### src/shared/dcirq_pkg.sv
// package: register map, field layout and carrier types of the completion interrupt block
package dcirq_pkg;

  // ---------------------------------------------------------------------
  // register byte offsets
  // ---------------------------------------------------------------------
  localparam logic [11:0] OFF_ENABLE_BITS   = 12'h000;
  localparam logic [11:0] OFF_ENABLE_CLEAR  = 12'h004;
  localparam logic [11:0] OFF_ENABLE_SET    = 12'h008;
  localparam logic [11:0] OFF_PENDING       = 12'h00C;
  localparam logic [11:0] OFF_PENDING_CLEAR = 12'h010;
  localparam logic [11:0] OFF_REEVAL_GLOBAL = 12'h014;
  localparam logic [11:0] OFF_EVT_STATUS    = 12'h018;
  localparam logic [11:0] OFF_EVT_MASK      = 12'h01C;
  localparam logic [11:0] OFF_REEVAL_SHADOW = 12'h020;
  localparam logic [11:0] REEVAL_STRIDE     = 12'h004;

  // ---------------------------------------------------------------------
  // field positions and reset values
  // ---------------------------------------------------------------------
  localparam int          REEVAL_TRIGGER_BIT = 0;
  localparam int          REEVAL_RSVD_BIT    = 1;
  localparam int          EVT_CODE_TAKEN_BIT = 0;
  localparam int          EVT_CODE_RANGE_BIT = 1;
  localparam int          EVT_IRQ_PULSED_BIT = 2;
  localparam int          EVT_WIDTH          = 3;
  localparam logic [31:0] RST_ENABLE_BITS    = 32'h0000_0000;
  localparam logic [31:0] RST_PENDING        = 32'h0000_0000;
  localparam logic [2:0]  RST_EVT            = 3'h0;
  localparam logic [31:0] RDATA_ZERO         = 32'h0000_0000;
  localparam int          CODE_WIDTH         = 6;

  // ---------------------------------------------------------------------
  // carrier types
  // ---------------------------------------------------------------------
  typedef struct packed {
    logic                  valid;        // one-cycle strobe
    logic                  intermediate; // 1: intermediate completion, 0: final
    logic                  early;        // 1: early completion from channel side
    logic                  final_opt;    // final_completion_irq_option of the channel
    logic                  inter_opt;    // intermediate_completion_irq_option
    logic [CODE_WIDTH-1:0] code;         // completion_code_field of channel_option_word
  } dcirq_cmpl_t;

  typedef struct packed {
    logic        psel;
    logic        penable;
    logic        pwrite;
    logic [11:0] paddr;
    logic [31:0] pwdata;
  } dcirq_apb_req_t;

endpackage : dcirq_pkg

### src/dcirq_regs.sv
// design: completion code interrupt registers with apb slave and per-region pulses
// Function
// RL1 - a one written to enable-clear clears that enable bit; zeros ignored
// RL2 - a one written to enable-set sets that enable bit; zeros ignored
// RL3 - a code is taken only when the matching completion option bit is one
// RL4 - the taken code is the completion code field of the channel option word
// RL5 - a taken code n in 0..31 sets pending bit n
// RL6 - pending bits stay set until software clears them
// RL7 - a one written to pending-clear clears that pending bit; zeros ignored
// RL8 - no further interrupt until every pending bit has been cleared
// RL9 - the reevaluate register exists globally and once per shadow region
// RL10 - shadow reevaluate copies are always accessible, regardless of region enables
// RL11 - reevaluate: bit 0 trigger, bit 1 reserved, rest read zero, reset zero
// RL12 - trigger write pulses that region's interrupt if an enabled bit is pending
// RL13 - software writes zero to reserved reevaluate bit 1
// RL14 - enable bits change only through the set and clear registers
// RL15 - interrupt raised when some bit is both pending and enabled
//
// Our own choices: register access over APB and the placing of the registers.
module dcirq_regs #(
  parameter int NUM_SHADOW = 4
) (
  input  wire logic                     clk,
  input  wire logic                     rst,
  input  wire dcirq_pkg::dcirq_apb_req_t apb_req,
  output logic                          pready,
  output logic [31:0]                   prdata,
  output logic                          pslverr,
  input  wire dcirq_pkg::dcirq_cmpl_t    cmpl_in,
  output logic [NUM_SHADOW:0]           cmpl_irq_pulse,
  output logic                          evt_irq
);

  // ---------------------------------------------------------------------
  // state
  // ---------------------------------------------------------------------
  logic [31:0]                     enable_r,  enable_nxt;
  logic [31:0]                     pending_r, pending_nxt;
  logic                            armed_r,   armed_nxt;
  logic [NUM_SHADOW:0]             pulse_r,   pulse_nxt;
  logic [dcirq_pkg::EVT_WIDTH-1:0] status_r,  status_nxt;
  logic [dcirq_pkg::EVT_WIDTH-1:0] mask_r,    mask_nxt;
  logic                            irq_r,     irq_nxt;
  logic                            ready_r,   ready_nxt;
  logic [31:0]                     rdata_r,   rdata_nxt;
  logic                            err_r,     err_nxt;

  // ---------------------------------------------------------------------
  // apb decode
  // ---------------------------------------------------------------------
  logic                wr_en;
  logic                rd_en;
  logic                hit_shadow;
  logic [11:0]         shadow_off;
  logic [11:0]         shadow_idx;
  logic [NUM_SHADOW:0] reevaluate_trigger_wr;
  logic                mapped;
  logic [31:0]         ien_clr;
  logic [31:0]         ien_set;
  logic [31:0]         pend_clr;
  logic [31:0]         code_vec;
  logic                code_ok;
  logic                code_in_range;
  logic                any_live;
  logic                fire;

  // one wait state: pready is registered, so every access takes two access cycles
  assign wr_en      = apb_req.psel & apb_req.penable & ready_r & apb_req.pwrite;
  assign rd_en      = apb_req.psel & apb_req.penable & ~ready_r & ~apb_req.pwrite;
  assign shadow_off = apb_req.paddr - dcirq_pkg::OFF_REEVAL_SHADOW;
  assign shadow_idx = shadow_off >> 2;
  // shadow copies have no region access gate at all
  assign hit_shadow = (apb_req.paddr >= dcirq_pkg::OFF_REEVAL_SHADOW)  //RL10
                    && (apb_req.paddr[1:0] == 2'b00)
                    && (shadow_idx < 12'(NUM_SHADOW));

  always_comb
  begin
    reevaluate_trigger_wr = '0;
    // index 0 is the global copy, 1..NUM_SHADOW the shadow copies
    if (wr_en && apb_req.paddr == dcirq_pkg::OFF_REEVAL_GLOBAL)
    begin
      reevaluate_trigger_wr[0] = apb_req.pwdata[dcirq_pkg::REEVAL_TRIGGER_BIT];  //RL9
    end
    for (int r = 0; r < NUM_SHADOW; r++)
    begin
      if (wr_en && hit_shadow && shadow_idx == 12'(r))
      begin
        reevaluate_trigger_wr[r+1] = apb_req.pwdata[dcirq_pkg::REEVAL_TRIGGER_BIT];  //RL9
      end
    end
  end

  always_comb
  begin
    unique case (apb_req.paddr)
      dcirq_pkg::OFF_ENABLE_BITS,
      dcirq_pkg::OFF_ENABLE_CLEAR,
      dcirq_pkg::OFF_ENABLE_SET,
      dcirq_pkg::OFF_PENDING,
      dcirq_pkg::OFF_PENDING_CLEAR,
      dcirq_pkg::OFF_REEVAL_GLOBAL,
      dcirq_pkg::OFF_EVT_STATUS,
      dcirq_pkg::OFF_EVT_MASK:      mapped = 1'b1;
      default:                      mapped = hit_shadow;
    endcase
  end

  // the enable word itself has no write path
  assign ien_clr  = (wr_en && apb_req.paddr == dcirq_pkg::OFF_ENABLE_CLEAR)
                  ? apb_req.pwdata : '0;  //RL14
  assign ien_set  = (wr_en && apb_req.paddr == dcirq_pkg::OFF_ENABLE_SET)
                  ? apb_req.pwdata : '0;
  assign pend_clr = (wr_en && apb_req.paddr == dcirq_pkg::OFF_PENDING_CLEAR)
                  ? apb_req.pwdata : '0;

  // ---------------------------------------------------------------------
  // completion code intake
  // ---------------------------------------------------------------------
  assign code_ok = cmpl_in.valid
                 && (cmpl_in.intermediate ? cmpl_in.inter_opt : cmpl_in.final_opt);  //RL3
  // codes 32..63 have no pending bit and are only flagged
  assign code_in_range = (cmpl_in.code < 6'h20);

  always_comb
  begin
    code_vec = '0;
    if (code_ok && code_in_range)
    begin
      code_vec[cmpl_in.code[4:0]] = 1'b1;  //RL4 RL5
    end
  end

  // ---------------------------------------------------------------------
  // enable, pending and interrupt generation
  // ---------------------------------------------------------------------
  assign any_live = |(pending_r & enable_r);  //RL15
  assign fire     = armed_r & any_live;

  always_comb
  begin
    enable_nxt  = (enable_r & ~ien_clr) | ien_set;  //RL1 RL2
    // a code arriving with its own clear keeps the bit set
    pending_nxt = (pending_r & ~pend_clr) | code_vec;  //RL6 RL7
    armed_nxt   = armed_r;
    if (fire)
    begin
      armed_nxt = 1'b0;  //RL8
    end
    else if (pending_r == '0)
    begin
      armed_nxt = 1'b1;  //RL8
    end
    pulse_nxt = '0;
    for (int r = 0; r <= NUM_SHADOW; r++)
    begin
      // reevaluate pulses only its own region; bit 1 of the word is ignored
      pulse_nxt[r] = fire | (reevaluate_trigger_wr[r] & any_live);  //RL12 RL15
    end
  end

  always_ff @(posedge clk)
  begin
    if (rst)
    begin
      enable_r  <= dcirq_pkg::RST_ENABLE_BITS;
      pending_r <= dcirq_pkg::RST_PENDING;
      armed_r   <= 1'b1;
      pulse_r   <= '0;
    end
    else
    begin
      enable_r  <= enable_nxt;
      pending_r <= pending_nxt;
      armed_r   <= armed_nxt;
      pulse_r   <= pulse_nxt;
    end
  end

  // ---------------------------------------------------------------------
  // block event status, mask and level interrupt
  // ---------------------------------------------------------------------
  always_comb
  begin
    logic [dcirq_pkg::EVT_WIDTH-1:0] evt_set;
    logic [dcirq_pkg::EVT_WIDTH-1:0] evt_clr;
    evt_set = '0;
    evt_clr = '0;
    evt_set[dcirq_pkg::EVT_CODE_TAKEN_BIT] = code_ok & code_in_range;
    evt_set[dcirq_pkg::EVT_CODE_RANGE_BIT] = code_ok & ~code_in_range;
    evt_set[dcirq_pkg::EVT_IRQ_PULSED_BIT] = |pulse_nxt;
    if (wr_en && apb_req.paddr == dcirq_pkg::OFF_EVT_STATUS)
    begin
      evt_clr = apb_req.pwdata[dcirq_pkg::EVT_WIDTH-1:0];
    end
    // set wins over a same-cycle clear
    status_nxt = (status_r & ~evt_clr) | evt_set;
    mask_nxt   = mask_r;
    if (wr_en && apb_req.paddr == dcirq_pkg::OFF_EVT_MASK)
    begin
      mask_nxt = apb_req.pwdata[dcirq_pkg::EVT_WIDTH-1:0];
    end
    irq_nxt = |(status_r & mask_r);
  end

  always_ff @(posedge clk)
  begin
    if (rst)
    begin
      status_r <= dcirq_pkg::RST_EVT;
      mask_r   <= dcirq_pkg::RST_EVT;
      irq_r    <= 1'b0;
    end
    else
    begin
      status_r <= status_nxt;
      mask_r   <= mask_nxt;
      irq_r    <= irq_nxt;
    end
  end

  // ---------------------------------------------------------------------
  // apb answer
  // ---------------------------------------------------------------------
  always_comb
  begin
    ready_nxt = apb_req.psel & apb_req.penable & ~ready_r;
    err_nxt   = ready_nxt & ~mapped;
    rdata_nxt = dcirq_pkg::RDATA_ZERO;
    // write-only words, including every reevaluate copy, read as zero
    if (rd_en)
    begin
      unique case (apb_req.paddr)
        dcirq_pkg::OFF_ENABLE_BITS: rdata_nxt = enable_r;
        dcirq_pkg::OFF_PENDING:     rdata_nxt = pending_r;
        dcirq_pkg::OFF_EVT_STATUS:  rdata_nxt = 32'(status_r);
        dcirq_pkg::OFF_EVT_MASK:    rdata_nxt = 32'(mask_r);
        default:                    rdata_nxt = dcirq_pkg::RDATA_ZERO;  //RL11
      endcase
    end
  end

  always_ff @(posedge clk)
  begin
    if (rst)
    begin
      ready_r <= 1'b0;
      rdata_r <= dcirq_pkg::RDATA_ZERO;
      err_r   <= 1'b0;
    end
    else
    begin
      ready_r <= ready_nxt;
      rdata_r <= rdata_nxt;
      err_r   <= err_nxt;
    end
  end

  assign pready         = ready_r;
  assign prdata         = rdata_r;
  assign pslverr        = err_r;
  assign cmpl_irq_pulse = pulse_r;
  assign evt_irq        = irq_r;
endmodule : dcirq_regs

### config.mk
export PLATFORM = sky130hd
export DESIGN_NAME = dcirq_regs
export DESIGN_NICKNAME = d
export VERILOG_FILES = /design/src/shared/dcirq_pkg.sv /design/src/dcirq_regs.sv
export SDC_FILE = /design/constraint.sdc
export NUM_CORES = 1
export LEC_CHECK = 0
export ABC_AREA = 0
export BUFFER_PORTS_ARGS = -buffer_cell sky130_fd_sc_hd__buf_2
export CAP_MARGIN = 10
export CORE_UTILIZATION = 58
export DETAILED_ROUTE_END_ITERATION = 6
export GPL_TIMING_DRIVEN = 0
export PLACE_DENSITY = 0.83
export SKIP_CTS_REPAIR_TIMING = 1
export SYNTH_ARGS = -nofsm -noshare
export SYNTH_HDL_FRONTEND = slang
export SYNTH_SLANG_ARGS = --single-unit
### constraint.sdc
create_clock -name clk -period 3.8 [get_ports clk]
set_input_delay 0.38 -clock clk [delete_from_list [all_inputs] [get_ports clk]]
set_output_delay 0.38 -clock clk [all_outputs]
set_load 0.01 [all_outputs]
=== Word level (Yosys, flattened, before mapping) ===
Index checks and enable logic that the tools add are counted.

* ROM bits: 0
* Memories kept: 0
* RAM bits: 0
* Input port bits: 60
* Bits in latches: 0
* Word-level logic and storage cells: 104
* Register bits: 111

* $add $sub $neg: 1
* Muxes and demuxes: 17
* Multiply operators: 0
* $lt $le $gt $ge: 5
* Equal/unequal tests: 10
* Reduce and logical (&&, ||, !) cells: 26
* Shift-type cells: 0
* Bitwise logic cells: 35
* Div/mod/pow operators: 0

{| class="wikitable"
|+ Operator list
! kind !! number
|-
| 32-bit two-way mux || 4
|-
| 32-bit one-hot mux with 4 select lines || 1
|-
| 32-bit bitwise AND || 3
|-
| 32-bit inverter || 2
|-
| 32-bit bitwise OR || 2
|-
| 12-bit by 5-bit == test with 1-bit output, second input constant || 4
|-
| 32-bit logical NOT || 1
|-
| 32-bit OR reduction || 1
|-
| 12-bit by 4-bit == test with 1-bit output, second input constant || 2
|-
| 12-bit logical NOT || 2
|-
| 10-bit by 2-bit == test with 1-bit output, second input constant || 2
|-
| 1-bit logical AND || 16
|-
| 1-bit bitwise AND || 14
|-
| 12-bit by 3-bit == test with 1-bit output, second input constant || 1
|-
| 12-bit by 6-bit greater-or-equal comparator with 1-bit output, second input constant || 1
|-
| 12-bit by 6-bit subtractor with 12-bit output, second input constant || 1
|-
| 10-bit by 1-bit == test with 1-bit output, second input constant || 1
|-
| 10-bit by 3-bit less-than comparator with 1-bit output, second input constant || 1
|-
| 1-bit two-way mux || 10
|-
| 8-bit OR reduction || 1
|-
| 3-bit bitwise AND || 2
|-
| 5-bit by 6-bit less-than comparator with 1-bit output, second input constant || 1
|-
| 6-bit less-than comparator, second input constant || 1
|-
| 1-bit demux with 5-bit select || 1
|-
| other kinds (11) || 19
|}

=== Longest topological paths before layout ===
* Depth after elaboration: 10
* Depth in mapped cells: 7
* Depth with buffers taken out: 7

=== Worst setup path after synthesis ===
OpenSTA, ideal clock, no wires.

* Path type: input to register
* From: input port apb_req[41] in the netlist's numbering
* To: register pending_r[0]
* Arrival time: 1801 ps
* Setup time: 132 ps
* Slack: 1867 ps
* Cell stages on the path: 6
* Required time: 3668 ps
* Cell sequence: or4_4 -> nor4_2 -> buf_2 -> nand2_1 -> o21ai_0 -> a21oi_1

* Longest elaborated chain between the ends: 6

{| class="wikitable"
|+ RTL lines
! item !! RTL line !! text
|-
| from (decl) || dcirq_regs.sv:25 || <nowiki>input wire dcirq_pkg::dcirq_apb_req_t apb_req,</nowiki>
|-
| 12-bit by 5-bit == test with 1-bit output || dcirq_regs.sv:114 || <nowiki>assign pend_clr = (wr_en && apb_req.paddr == dcirq_pkg::OFF_PENDING_CLEAR)</nowiki>
|-
| 1-bit logical AND || dcirq_regs.sv:114 ||
|-
| 32-bit two-way mux || dcirq_regs.sv:115 || <nowiki>? apb_req.pwdata : '0;</nowiki>
|-
| 32-bit inverter || dcirq_regs.sv:144 || <nowiki>pending_nxt = (pending_r & ~pend_clr) | code_vec;</nowiki>
|-
| 32-bit bitwise AND || dcirq_regs.sv:144 ||
|-
| 32-bit bitwise OR || dcirq_regs.sv:144 ||
|-
| to (signal assigned) || dcirq_regs.sv:167 || <nowiki>pending_r <= dcirq_pkg::RST_PENDING;</nowiki>
|-
| to (signal assigned) || dcirq_regs.sv:174 || <nowiki>pending_r <= pending_nxt;</nowiki>
|-
| to (decl) || dcirq_regs.sv:38 || <nowiki>logic [31:0] pending_r, pending_nxt;</nowiki>
|}

No other way between the ends.
A chain may end at the register's enable or synchronous reset.

=== Final worst setup path ===
* From: input port cmpl_in[9] in the netlist's numbering
* To: register pending_r[29]

* Longest elaborated chain between the ends: 5

{| class="wikitable"
|+ RTL lines
! item !! RTL line !! text
|-
| from (decl) || dcirq_regs.sv:29 || <nowiki>input wire dcirq_pkg::dcirq_cmpl_t cmpl_in,</nowiki>
|-
| 1-bit two-way mux || dcirq_regs.sv:121 || <nowiki>&& (cmpl_in.intermediate ? cmpl_in.inter_opt : cmpl_in.final_opt);</nowiki>
|-
| 1-bit logical AND || dcirq_regs.sv:121 ||
|-
| 1-bit logical AND || dcirq_regs.sv:128 || <nowiki>if (code_ok && code_in_range)</nowiki>
|-
| 32-bit two-way mux || dcirq_regs.sv:128 ||
|-
| 32-bit bitwise OR || dcirq_regs.sv:144 ||
|}

No other way between the ends.

==> reports/results.ini <==
[run_status]
status=finished clean

[clock_tree]
clock_tree.buffer_depth=2
cts.sinks=111
numCtsBuffers=9
cts_tree=yes
htree_levels=3
clock_latency_ps=370
cts-root-buf=clkbuf_8
path_clk_slew_ps=100

[synthesis]
seq_area_frac_synth=0.488
async_flop_share=0
synthCells=526
ys_warn_count=0
ys_seq_elements=111
synth_top_area_frac=0.488
synth_top_cell_by_area=dfxtp_1
ys.flop_type=dfxtp_1
synth_edf_count=0
synthTopCellsByArea=dfxtp_1 (49%), nand2_1 (8.3%), a22oi_1 (7.3%), a32o_1 (7.3%), a21oi_1 (4.2%)
synthesis.nets=587
syn_area_per_cell_um2=8.66
syn-cell-area_um2=4550
synth_cell_types=37

[timing]
skew_ps=9.22
hold_viol_final=0
drv_slew=0
hold_slack_ps=244
timing.final.ws_setup_ps=1370
worst_pin_slew_ps=1460
finalCriticalPeriod_ps=2430
setup_viol=0
max_freq_mhz=411
slew_headroom=0.0259
post-route-period-util=0.640
finalSetupTns_ps=0
rsz0062_at_grt=no

[worst_setup_path]
cp_max_fo=7
rrSetupSlack_ps=1750
end_kind=flop
r2r.worst_path.cells=5
crit_type=in2reg
arrival_ps=2720
worstPathRequired_ps=4090
r2r_start=pready
rr_endpoint=enable_r[27]
start_kind=primary input

[power]
power_frac_seq=0.573
power.switching_uw=448
p_clk_frac=0.373
p_leak_uw=0.00194
p_int_uw=1590
pwr-share-comb=0.054
finalPower_uw=2040
peakVddDrop_v=0.000310
p_per_area_nw_per_um2=379
swShare=0.220

[grt]
antenna_found_initial=0
grt_pass1_wl_um=21500
first_global_vias=4314
grt-ovfl-total=0
groute.usage.overall=0.338
grt_max_degree=17

[placed_design]
post-place-ws_ps=1250
gp_congestion=0.953
dpl_cell_area_um2=5160
dpl.hpwl_um=9960
io_buffers=97

[cells_and_area]
postLayoutCellArea_um2=5380
fin_nets=695
layout_commonest_cell=dfxtp_1
drive_above_1_share=0.205
layout_common_cells=dfxtp_1 (111), buf_2 (108), nand2_1 (101)
area_growth_pct=18.0
diodes=0
fillers=603

[floorplanning]
dieHeight_um=90.6
start_util=0.615
fp-row-count=31
core_um2=7410
io_pins=100
die_w_um=90.6
die_area_um2=8210

[worst_hold_path]
worstHoldStart=apb_req[16]
whs_path_depth=2
hold_path_end=enable_r[16]
min_path_type=in2reg

[route]
drt-pass1-iter-count=6
antenna_violating_nets_post_route=0
drtIter0Drc=497
routedWlPerCell_um=18.6
drt-total-wl_um=13700
via_per_inst=6.32
via_count=4661
post-route-drc-count=0

[run]
max-cap-violations=0

-- metrics by stage --
step,util,instances
final,0.726,737
after global routing,0.726,737
after CTS,0.726,737
after detailed placement,0.697,722
after global placement,0.697,722
after floorplan,-,526
-- worst max-delay path, stage by stage --
cell     delay [ps]
buf_2           100
mux2i_1         110
or3b_2          430
buf_2           180
nor3b_1        1150
nand2_1         160
a21oi_1         200
-- how the worst max path moves through the flow --
| stage | startpoint | endpoint | slack (ps) |
|---|---|---|---|
| after floorplan | apb_req[41] | pending_r[0] | 1870 |
| after global placement | cmpl_in[9] | pending_r[30] | 1330 |
| after detailed placement | cmpl_in[9] | pending_r[9] | 1250 |
| after CTS | cmpl_in[9] | pending_r[29] | 1590 |
| after global routing | cmpl_in[9] | pending_r[9] | 1460 |
| final | cmpl_in[9] | pending_r[29] | 1370 |
-- cell usage after synthesis, types with 2 or more instances --
| cell type | n |
|---|---|
| a21oi_1 | 38 |
| a221oi_1 | 2 |
| a22o_1 | 2 |
| a22oi_1 | 44 |
| a32o_1 | 33 |
| and3_1 | 5 |
| buf_2 | 11 |
| clkbuf_1 | 21 |
| dfxtp_1 | 111 |
| inv_1 | 8 |
| mux2_2 | 3 |
| mux2i_1 | 4 |
| nand2_1 | 101 |
| nand3_1 | 31 |
| nand3b_1 | 4 |
| nand4_1 | 7 |
| nor2_1 | 48 |
| nor3_1 | 10 |
| nor3_2 | 2 |
| nor3b_1 | 6 |
| nor4_1 | 8 |
| o21a_1 | 5 |
| o21ai_0 | 6 |
| or3_1 | 2 |
| or3b_2 | 2 |
-- power groups by stage --
stage               combinational [µW]  sequential (µW)  clock (µW)
finish                             110             1170         760
global route                       119             1170         807
CTS                                107             1170         757
detailed placement                 107             1200           0
global placement                   104             1200           0
floorplan                         41.7             1200           0
-- sequential cells by signal, indices dropped and copies added (netlist names) --
signal	count
enable_r	32
cmpl_irq_pulse	5
mask_r	3
status_r	3
armed_r	1
pending_r	32
pready	1
pslverr	1
evt_irq	1
prdata	32
-- cell type report --
class	instances	area, µm²	area share
Multi-Input combinational cell	375	2170	0.403
Inverter	8	30.0	0.00559
Clock buffer	12	145	0.0270
Timing Repair Buffer	97	485	0.0903
Clock inverter	3	67.6	0.0126
Tap cell	99	124	0.0230
Buffer	32	134	0.0249
Sequential cell	111	2220	0.413
-- per-layer routing --
metal  GRT usage  share of wire  wire length (µm)
met4       0.151          0.033               450
met5           0              0                 0
met1       0.422           0.39              5380
met3      0.0774           0.10              1430
met2       0.555           0.47              6440
-- cell families (layout without fill, tap and decap cells) --
| group | after synthesis | count (layout) | synth area share |
|---|---|---|---|
| AND/OR/NAND/NOR | 231 | 231 | 0.237 |
| AO/OA/AOI/OAI | 135 | 135 | 0.219 |
| flip-flops | 111 | 111 | 0.488 |
| buffers and inverters | 40 | 152 | 0.0360 |
| multiplexers | 7 | 7 | 0.0162 |
| adder cells (fa/ha/maj) | 1 | 1 | 0.00275 |
| XOR/XNOR | 1 | 1 | 0.00192 |
No activity file was read; power rests on OpenSTA's default activity.
